`src/verilog/phr_pkg.sv`:
```
// Purpose: shared constants for the power, hysteresis and reset register bank
// Assumes: 16-bit registers behind a decoded serial-port access port
// Notes:   every offset, field position, reset value and key is named here once
package phr_pkg;

  // ----------------------------------------------------------------
  // bus geometry
  // ----------------------------------------------------------------
  localparam int ADDR_W = 7;
  localparam int DATA_W = 16;

  // ----------------------------------------------------------------
  // register offsets
  // ----------------------------------------------------------------
  localparam logic [6:0] OFF_HYST = 7'h6A;
  localparam logic [6:0] OFF_PWR  = 7'h6B;
  localparam logic [6:0] OFF_ID   = 7'h6C;
  localparam logic [6:0] OFF_SRST = 7'h7C;

  // ----------------------------------------------------------------
  // hysteresis layout and reset value
  // ----------------------------------------------------------------
  localparam int          HYST_FLD_W   = 5;
  localparam int          HYST_FRAC_W  = 3;
  localparam int          HYST_R2_LSB  = 10;
  localparam int          HYST_R1_LSB  = 5;
  localparam int          HYST_LT_LSB  = 0;
  localparam logic [15:0] HYST_RST     = 16'h2108;
  localparam logic [15:0] HYST_WMASK   = 16'h7FFF;

  // ----------------------------------------------------------------
  // power control layout and reset value
  // ----------------------------------------------------------------
  localparam int          NUM_DAC      = 12;
  localparam int          PWR_ADC_BIT  = 14;
  localparam int          PWR_REF_BIT  = 13;
  localparam int          PWR_DAC0_BIT = 12;
  localparam logic [15:0] PWR_RST      = 16'h0000;
  localparam logic [15:0] PWR_WMASK    = 16'h7FFE;

  // ----------------------------------------------------------------
  // identifier and soft reset
  // ----------------------------------------------------------------
  localparam logic [15:0] ID_CODE      = 16'h5A31; // arbitrary value
  localparam logic [15:0] SRST_SPI_KEY = 16'h6600;
  localparam logic [15:0] SRST_RD_VAL  = 16'h0000;

  // ----------------------------------------------------------------
  // reset sequencer states
  // ----------------------------------------------------------------
  typedef enum logic [2:0]
  {
    PHR_RUN  = 3'b001,
    PHR_SOFT = 3'b010,
    PHR_HARD = 3'b100
  } phr_rst_state_t;

endpackage

```
`src/verilog/phr_ctrl_if.sv`:
```
// Purpose: carrier between the register bank and its reset helpers
// Assumes: one clock domain
// Notes:   write strobe fans out to the key decoder
`timescale 1ns/1ns
interface phr_ctrl_if;
  logic        wr_en;
  logic [6:0]  addr;
  logic [15:0] wdata;
  logic        i2c_mode;
  logic        soft_hit;
  logic        hw_low;
  logic        all_clear;
  logic        dac_clear;

  modport top    (output wr_en, addr, wdata, i2c_mode, hw_low,
                  input  soft_hit, all_clear, dac_clear);
  modport decode (input  wr_en, addr, wdata, i2c_mode,
                  output soft_hit);
  modport rstctl (input  soft_hit, hw_low,
                  output all_clear, dac_clear);
endinterface

```
`src/verilog/phr_regs.sv`:
```
// Purpose: power control, hysteresis, identifier and soft reset registers
// Assumes: access port driven by serial-port logic on clk
// Notes:   hw_rst_n and i2c_mode are pins and pass two flip-flops
`timescale 1ns/1ns
module phr_regs
#(
  parameter logic [15:0] ID_VALUE = phr_pkg::ID_CODE, // arbitrary value
  parameter int          N_DAC    = phr_pkg::NUM_DAC
)
(
  input  wire logic              clk,
  input  wire logic              rst_n,
  input  wire logic              ce,
  input  wire logic              hw_rst_n,
  input  wire logic              i2c_mode,
  input  wire logic              wr_en,
  input  wire logic              rd_en,
  input  wire logic [6:0]        addr,
  input  wire logic [15:0]       wdata,
  output logic      [15:0]       rd_data,
  output logic                   rd_valid,
  output logic                   converter_active,
  output logic                   refbuf_active,
  output logic      [N_DAC-1:0]  dac_channel_active,
  output logic      [N_DAC-1:0]  dac_out_grounded,
  output logic      [7:0]        remote2_hyst,
  output logic      [7:0]        remote1_hyst,
  output logic      [7:0]        local_temp_hyst,
  output logic                   soft_reset_pulse,
  output logic                   dac_regs_reset
);

  // ----------------------------------------------------------------
  // declarations
  // ----------------------------------------------------------------
  logic [1:0]  hw_sync_q;
  logic [1:0]  mode_sync_q;
  logic [15:0] hyst_q;
  logic [15:0] pwr_q;
  logic [15:0] rd_d;
  logic        hyst_wr;
  logic        pwr_wr;

  phr_ctrl_if cif ();

  // ----------------------------------------------------------------
  // pin synchronisers
  // ----------------------------------------------------------------
  // two stages each, second stage is the only reader of the first
  always_ff @(posedge clk)
  begin
    if (!rst_n)
    begin
      hw_sync_q   <= 2'h3;
      mode_sync_q <= 2'h0;
    end
    else if (ce)
    begin
      hw_sync_q   <= {hw_sync_q[0], hw_rst_n};
      mode_sync_q <= {mode_sync_q[0], i2c_mode};
    end
  end

  // ----------------------------------------------------------------
  // helpers
  // ----------------------------------------------------------------
  assign cif.wr_en    = wr_en;
  assign cif.addr     = addr;
  assign cif.wdata    = wdata;
  assign cif.i2c_mode = mode_sync_q[1];
  assign cif.hw_low   = ~hw_sync_q[1];

  phr_srst_decode u_dec
  (
    .bus (cif.decode)
  );

  phr_rst_seq u_seq
  (
    .clk   (clk),
    .rst_n (rst_n),
    .ce    (ce),
    .bus   (cif.rstctl)
  );

  // writes are dropped while a clear is in progress
  assign hyst_wr = wr_en && (addr == phr_pkg::OFF_HYST) && !cif.all_clear;
  assign pwr_wr  = wr_en && (addr == phr_pkg::OFF_PWR) && !cif.all_clear;

  // ----------------------------------------------------------------
  // hysteresis register
  // ----------------------------------------------------------------
  // only 5-bit fields stored, bit 15 never written
  always_ff @(posedge clk)
  begin
    if (!rst_n)
      hyst_q <= phr_pkg::HYST_RST;
    else if (ce && cif.all_clear)
      hyst_q <= phr_pkg::HYST_RST;
    else if (ce && hyst_wr)
      hyst_q <= wdata & phr_pkg::HYST_WMASK;
  end

  // ----------------------------------------------------------------
  // power control register
  // ----------------------------------------------------------------
  // bits 15 and 0 never written
  always_ff @(posedge clk)
  begin
    if (!rst_n)
      pwr_q <= phr_pkg::PWR_RST;
    else if (ce && cif.all_clear)
      pwr_q <= phr_pkg::PWR_RST;
    else if (ce && pwr_wr)
      pwr_q <= wdata & phr_pkg::PWR_WMASK;
  end

  // ----------------------------------------------------------------
  // read path
  // ----------------------------------------------------------------
  // unmapped offsets read zero
  always_comb
  begin
    rd_d = 16'h0000;
    case (addr)
      phr_pkg::OFF_HYST: rd_d = hyst_q;
      phr_pkg::OFF_PWR:  rd_d = pwr_q;
      phr_pkg::OFF_ID:   rd_d = ID_VALUE;
      phr_pkg::OFF_SRST: rd_d = phr_pkg::SRST_RD_VAL;
      default:           rd_d = 16'h0000;
    endcase
  end

  // answer one cycle after the request
  always_ff @(posedge clk)
  begin
    if (!rst_n)
    begin
      rd_data  <= 16'h0000;
      rd_valid <= 1'b0;
    end
    else if (ce)
    begin
      rd_valid <= rd_en;
      if (rd_en)
        rd_data <= rd_d;
    end
  end

  // ----------------------------------------------------------------
  // block enables
  // ----------------------------------------------------------------
  always_ff @(posedge clk)
  begin
    if (!rst_n)
    begin
      converter_active <= 1'b0;
      refbuf_active    <= 1'b0;
    end
    else if (ce)
    begin
      converter_active <= pwr_q[phr_pkg::PWR_ADC_BIT];
      refbuf_active    <= pwr_q[phr_pkg::PWR_REF_BIT];
    end
  end

  // one enable and one ground switch per DAC, DAC0 at the top bit
  for (genvar i = 0; i < N_DAC; i++)
  begin : g_dac
    always_ff @(posedge clk)
    begin
      if (!rst_n)
      begin
        dac_channel_active[i] <= 1'b0;
        dac_out_grounded[i]   <= 1'b1;
      end
      else if (ce)
      begin
        dac_channel_active[i] <= pwr_q[phr_pkg::PWR_DAC0_BIT - i];
        dac_out_grounded[i]   <= ~pwr_q[phr_pkg::PWR_DAC0_BIT - i];
      end
    end
  end

  // ----------------------------------------------------------------
  // hysteresis outputs
  // ----------------------------------------------------------------
  // full 8-bit value, low three bits forced zero
  always_ff @(posedge clk)
  begin
    if (!rst_n)
    begin
      remote2_hyst    <= {phr_pkg::HYST_RST[14:10], 3'h0};
      remote1_hyst    <= {phr_pkg::HYST_RST[9:5], 3'h0};
      local_temp_hyst <= {phr_pkg::HYST_RST[4:0], 3'h0};
    end
    else if (ce)
    begin
      remote2_hyst    <= {hyst_q[phr_pkg::HYST_R2_LSB +: phr_pkg::HYST_FLD_W],
                          {phr_pkg::HYST_FRAC_W{1'b0}}};
      remote1_hyst    <= {hyst_q[phr_pkg::HYST_R1_LSB +: phr_pkg::HYST_FLD_W],
                          {phr_pkg::HYST_FRAC_W{1'b0}}};
      local_temp_hyst <= {hyst_q[phr_pkg::HYST_LT_LSB +: phr_pkg::HYST_FLD_W],
                          {phr_pkg::HYST_FRAC_W{1'b0}}};
    end
  end

  // ----------------------------------------------------------------
  // reset indications to the DAC and other register banks
  // ----------------------------------------------------------------
  // DAC data, latch and clear are spared by a soft reset
  always_ff @(posedge clk)
  begin
    if (!rst_n)
    begin
      soft_reset_pulse <= 1'b0;
      dac_regs_reset   <= 1'b1;
    end
    else if (ce)
    begin
      soft_reset_pulse <= cif.all_clear & ~cif.dac_clear;
      dac_regs_reset   <= cif.dac_clear;
    end
  end

endmodule

```
`src/verilog/phr_rst_seq.sv`:
```
// Purpose: sequences software and hardware reset into clear pulses
// Assumes: hw_low is synchronised, active while the pin is low
// Notes:   hardware reset holds clear for as long as the pin is low
`timescale 1ns/1ns
module phr_rst_seq
(
  input  wire logic   clk,
  input  wire logic   rst_n,
  input  wire logic   ce,
  phr_ctrl_if.rstctl  bus
);

  phr_pkg::phr_rst_state_t state_q;

  // ----------------------------------------------------------------
  // state register
  // ----------------------------------------------------------------
  // hardware reset wins over software reset
  always_ff @(posedge clk)
  begin
    if (!rst_n)
      state_q <= phr_pkg::PHR_RUN;
    else if (ce)
    begin
      case (state_q)
        phr_pkg::PHR_RUN,
        phr_pkg::PHR_SOFT,
        phr_pkg::PHR_HARD:
        begin
          if (bus.hw_low)
            state_q <= phr_pkg::PHR_HARD;
          else if (bus.soft_hit)
            state_q <= phr_pkg::PHR_SOFT;
          else
            state_q <= phr_pkg::PHR_RUN;
        end
        default:
          state_q <= phr_pkg::PHR_RUN;
      endcase
    end
  end

  // clear outputs decoded from one-hot state
  assign bus.all_clear = (state_q != phr_pkg::PHR_RUN);
  assign bus.dac_clear = (state_q == phr_pkg::PHR_HARD);

endmodule

```
`src/verilog/phr_srst_decode.sv`:
```
// Purpose: recognises a software reset write
// Assumes: i2c_mode already synchronised
// Notes:   purely combinational
`timescale 1ns/1ns
module phr_srst_decode
(
  phr_ctrl_if.decode bus
);

  // key check differs per serial mode
  always_comb
  begin
    bus.soft_hit = 1'b0;
    if (bus.wr_en && (bus.addr == phr_pkg::OFF_SRST))
    begin
      if (bus.i2c_mode)
        bus.soft_hit = 1'b1;
      else
        bus.soft_hit = (bus.wdata == phr_pkg::SRST_SPI_KEY);
    end
  end

endmodule
```
`config.mk`:
```
export PLATFORM = sky130hd
export DESIGN_NAME = phr_regs
export DESIGN_NICKNAME = d
export VERILOG_FILES = /design/src/verilog/phr_pkg.sv /design/src/verilog/phr_ctrl_if.sv /design/src/verilog/phr_regs.sv /design/src/verilog/phr_rst_seq.sv /design/src/verilog/phr_srst_decode.sv
export SDC_FILE = /design/constraint.sdc
export NUM_CORES = 1
export LEC_CHECK = 0
export BUFFER_PORTS_ARGS = -buffer_cell sky130_fd_sc_hd__buf_2
export CAP_MARGIN = 25
export CORE_MARGIN = 2
export CORE_UTILIZATION = 52
export CTS_CLUSTER_SIZE = 16
export DETAILED_ROUTE_END_ITERATION = 7
export HOLD_SLACK_MARGIN = 0.15
export PLACE_DENSITY = 0.88
export SLEW_MARGIN = 20
export SYNTH_ARGS = -nofsm -noshare
export SYNTH_HDL_FRONTEND = slang
export SYNTH_SLANG_ARGS = --single-unit
```
`constraint.sdc`:
```
create_clock -name clk -period 2.14 [get_ports clk]
set_input_delay 0.428 -clock clk [delete_from_list [all_inputs] [get_ports clk]]
set_output_delay 0.428 -clock clk [all_outputs]
set_load 0.05 [all_outputs]
```
# Word-level counts from Yosys, hierarchy flattened

Cells that the tools add are included.

Bits in registers: 96
Word-level logic and storage cells: 80
Input port bits: 30

Reductions and logical operators: 12
Bitwise operators: 15
Eq/ne operators: 9
Muxes and demuxes: 6

Operator list:

| operator             | count |
|---|---|
| $pmux 15 s3          | 1 |
| $eq 7x7->1 const B   | 4 |
| $eq 16x15->1 const B | 1 |
| $not 1->1            | 14 |
| $logic_and 1x1->1    | 8 |
| $mux 3               | 2 |
| $eq 3x1->1 const B   | 1 |
| $eq 3x2->1 const B   | 1 |
| $eq 3x3->1 const B   | 1 |
| $ne 3x1->1 const B   | 1 |
| $reduce_or 3->1      | 1 |
| $mux 1               | 2 |
| $mux 2               | 1 |
| $reduce_and 2->1     | 1 |
| $reduce_or 2->1      | 1 |
| $and 1x1->1          | 1 |
| $logic_not 1->1      | 1 |

# Depth between registers and ports, before layout

Depth after elaboration: 6
Gate-level depth with buffers: 7
Depth with buffers taken out: 4

# By module

A second synthesis with hierarchy kept.

Cell total of the unflattened synthesis: 420
Area total of the unflattened synthesis: 4,051.4 um^2

Modules (own cells, without submodules):

| module          | times used | seq. area each (um^2) | cells an instance | area an instance (um^2) |
|---|---|---|---|---|
| phr_regs        | 1          | 1,841.8               | 394               | 3,804.9 |
| phr_rst_seq     | 1          | 60.1                  | 18                | 160.2 |
| phr_srst_decode | 1          | 0.0                   | 8                 | 86.3 |

# Worst setup path before layout

Ideal clock, no wire load.

Path kind: flip-flop to flip-flop
Start: register u_seq.state_q[0]
End: register pwr_q[10]
Required time: 2.012 ns
Buffers on the path: 3
Data arrival time: 1.788 ns
Slack: 0.224 ns
Cell stages (with the launch flop): 8
Library setup time: 0.128 ns
Cells stage by stage: dfxtp_1 buf_6 or3b_4 or4_4 buf_6 buf_12 mux2i_1 nor2_1

Cells in the longest elaborated chain, start to end: 4
Elaborated cells on any way between the ends: 6
Classes of those cells: 1 x eq/ne; 5 x reduce/logical

RTL lines:

| element                | line              | text |
|---|---|---|
| start, declared        | phr_rst_seq.sv:13 | `phr_pkg::phr_rst_state_t state_q;` |
| start signal, assigned | phr_rst_seq.sv:22 | `state_q <= phr_pkg::PHR_RUN;` |
| start signal, assigned | phr_rst_seq.sv:31 | `state_q <= phr_pkg::PHR_HARD;` |
| start signal, assigned | phr_rst_seq.sv:33 | `state_q <= phr_pkg::PHR_SOFT;` |
| $ne 3x1->1 *           | phr_rst_seq.sv:44 | `assign bus.all_clear = (state_q != phr_pkg::PHR_RUN);` |
| $logic_not 1->1        | phr_regs.sv:88    | `assign pwr_wr = wr_en && (addr == phr_pkg::OFF_PWR) && !cif.all_clear;` |
| $logic_and 1x1->1      | phr_regs.sv:88    |  |
| $logic_and 1x1->1      | phr_regs.sv:114   | `else if (ce && pwr_wr)` |
| end signal, assigned   | phr_regs.sv:111   | `pwr_q <= phr_pkg::PWR_RST;` |
| end signal, assigned   | phr_regs.sv:113   | `pwr_q <= phr_pkg::PWR_RST;` |
| end signal, assigned   | phr_regs.sv:115   | `pwr_q <= wdata & phr_pkg::PWR_WMASK;` |
| end, declared          | phr_regs.sv:39    | `logic [15:0] pwr_q;` |

Mark *: on every way between the ends. The rest lies on a longest branch, timed or not.
A chain may end at the register's enable or synchronous reset.

# Worst setup path after layout

Start: register u_seq.state_q[2]
End: register pwr_q[10]

The elaborated chain is that of the path after synthesis.

==> results.toml <==
[power_and_ir_drop]
vdd.ir_drop.worst_mv = 0.3379
power_density_nw_per_um2 = 696.9
leakagePower_nw = 1.944
power_mw = 3.109

[timing]
layout_worst_path_cycle_share = 0.9079
setup_viol_count_final = 0
time_the_worst_path_needs_with_i_o_delays_and_setup_ns = 1.943
final.setup_skew_ns = 0.006892
slew_headroom = 0.6105
worst_slew_pin_slew_ns = 0.5830
worst_slack_ns = 0.1970
grt_setup_unrepaired = "no"
fin_tns_setup_ns = 0
final-max-slew-violation-count = 0
final-hold-violation-count = 0
max_clock_freq_ghz = 0.5147

[final_layout]
nets = 505
post_route_cells_drive_above_1_share = 0.2422
final.fill_count = 626
area_delta_synth_final_pct = 17.92
final_cell_mix = "95 x sky130_fd_sc_hd__dfxtp_1, 88 x sky130_fd_sc_hd__buf_2, 58 x sky130_fd_sc_hd__nand2_1, 58 x sky130_fd_sc_hd__mux2i_1, 28 x sky130_fd_sc_hd__nor2_1"
final_core_utilization = 0.6252
number_of_inserted_diodes = 0
layout.cells.most_common = "sky130_fd_sc_hd__dfxtp_1"

[worst_hold_path]
hold_path_end = "hw_sync_q[0]"
min_path_cells = 3
hold_class = "in -> reg"
hp-start = "hw_rst_n"

[critical_path]
timing.rr.start = "u_seq.state_q[2]"
critPathLaunch = "u_seq.state_q[2]"
critical_path.reg2reg.endpoint = "pwr_q[10]"
path_max_fanout = 14
worst_setup_path_end_kind = "register"
worst_r2r_path_depth = 4
reg2reg_slack_ns = 0.20
worstPathRequired_ns = 2.39
critical_path_arrival_ns = 2.19
setup.worst_path.start_class = "register"
critical_path_class = "reg -> reg"

[synth]
ys_seq_area_frac = 0.5026
post_synth_cell_types = 43
netlist_area_sq_um = 3784
synth.avg_cell_area_sq_um = 9.652
number_of_synthesized_register_bits = 95
netlist_instances = 392
count_of_yosys_warnings_during_synthesis = 0

[grt]
groute.layer.met3.usage = 0.05633
grt_first_pass_wirelength_um = 13630
grt-busiest-layer = "met2"
global_route.overflow_total = 0
globalRouteMet2Util = 0.3481
maximum_number_of_pins_on_one_net_before_global_route_repair = 57
number_of_antenna_violations_at_the_first_check_in_global_routing = 0
grt_use_met1 = 0.3056
grt_util_all_layers = 0.2290
vias_in_the_first_global_route = 2774

[placed_design]
io_buffer_count = 88
place_ws_ns = 0.2826
gp_congestion = 0.8708
dp.final_hpwl_um = 6373

[drt]
dr.pass1.iters = 6
route.detailed.vias_per_inst = 5.346
totalWireLength_um = 8854
route.vias.total = 3090
antenna_violating_nets_post_route = 0
routed_wirelength_normalized_by_instance_count_um = 15.32
drt-initial-drc-count = 242
drt_drc_violations_left = 0

[floorplan]
placement_rows = 31
num_io_pins = 99
floorplan.initialDensity = 0.5302
design.die.area_sq_um = 7974
die_extent_in_y_um = 89.30
core-area_sq_um = 7137
die_w_um = 89.30

[clocking]
cts_repair_resize_count = 0
clkSinkCount = 95
clock_tree.buffer_depth = 2
tritoncts = "yes"
postCtsSetupRepairBufs = 0
holdBufCountCts = 0
clk_transition_reported_paths_ns = 0.08
clkLatencyLatePin_ns = 0.36
htree_num_levels = 3
root_buffer = "sky130_fd_sc_hd__clkbuf_8"
cts_made_buffers = 9

[status]
outcome = "finished clean"

[job]
cap_violations = 0
[per-stage QoR]
step | hold slack (ns) | std cells | area, sq um
2_1_floorplan | 0.4413 | 401 | 3817
6_report | 0.3018 | 578 | 4462
3_5_place_dp | 0.4425 | 563 | 4287
3_3_place_gp | 0.4348 | 563 | 4287
5_1_grt | 0.3090 | 578 | 4462
4_1_cts | 0.2993 | 578 | 4462
[where the power goes]
group | internal [mW] | switching (mW)
registers | 1.78 | 0.00578
clock network | 0.483 | 0.589
logic | 0.0841 | 0.172
total | 2.34 | 0.767
[state kept, by name, indices dropped and copies added, names as in the netlist, 3 cells and up]
register	count
hyst_q	15
rd_data	15
pwr_q	14
dac_channel_active	12
dac_out_grounded	12
local_temp_hyst	5
remote1_hyst	5
remote2_hyst	5
u_seq.state_q	3
[cells in the mapped netlist, drive strengths merged]
cell type	n	share of area
o211ai	2	0.0040
and3	1	0.0017
nor2	28	0.028
a21oi	10	0.013
nor4bb	2	0.0053
clkbuf	20	0.020
a2bb2oi	1	0.0023
nand2	58	0.058
nand3b	1	0.0020
or3b	1	0.0030
o41ai	1	0.0023
o21ai	29	0.038
nand4	1	0.0017
dfxtp	95	0.50
mux2i	58	0.15
nand2b	2	0.0033
a41oi	1	0.0023
o211a	1	0.0026
inv	2	0.0020
o22ai	1	0.0017
nor4	3	0.0089
nand4b	2	0.0046
or4	1	0.0030
nor3b	1	0.0020
conb	1	0.00099
nor2b	19	0.031
nor4b	1	0.0023
and2	3	0.0050
buf	15	0.035
a21boi	13	0.026
nand3	8	0.011
a22o	6	0.014
xnor2	2	0.0046
a31o	1	0.0023
o32a	1	0.0026
[cell type report]
class | count | area, sq um | share of cell area
inverter | 2 | 7.507 | 0.001683
sequential | 95 | 1902 | 0.4262
clock buffer | 13 | 158.9 | 0.03561
clock inverter | 2 | 16.27 | 0.003646
tap | 99 | 123.9 | 0.02776
multi-input combinational | 269 | 1700 | 0.3811
timing repair buffer | 98 | 553.0 | 0.1239
[routing by layer]
| layer | wire, um | share of wire |
|---|---|---|
| met4 | 239 | 0.027 |
| met3 | 594 | 0.067 |
| met5 | 0 | 0 |
| met2 | 4177 | 0.47 |
| met1 | 3842 | 0.43 |
[worst max-delay path by stage]
| stage | endpoint | cells past startpoint |
|---|---|---|
| global placement | pwr_q[8] | 4 |
| finish | pwr_q[10] | 4 |
| global route | pwr_q[10] | 4 |
| CTS | pwr_q[10] | 4 |
| floorplan | pwr_q[10] | 7 |
| detailed placement | rd_data[8] | 6 |
[kinds of logic after synthesis]
| group | share of synthesized area |
|---|---|
| compound gates | 0.1114 |
| xor+xnor | 0.004630 |
| buf+inv | 0.05687 |
| flops | 0.5026 |
| mux | 0.1534 |
| other cells | 0.0009911 |
| simple gates | 0.1700 |
[worst max-delay path, cell delays in order, from the launching register on]
cell,delay (ns)
sky130_fd_sc_hd__dfxtp_1,0.38
sky130_fd_sc_hd__or3b_4,0.45
sky130_fd_sc_hd__or4_4,0.68
sky130_fd_sc_hd__mux2i_1,0.24
sky130_fd_sc_hd__nor2_1,0.07
Note: power is estimated with default switching activity, not from simulation.
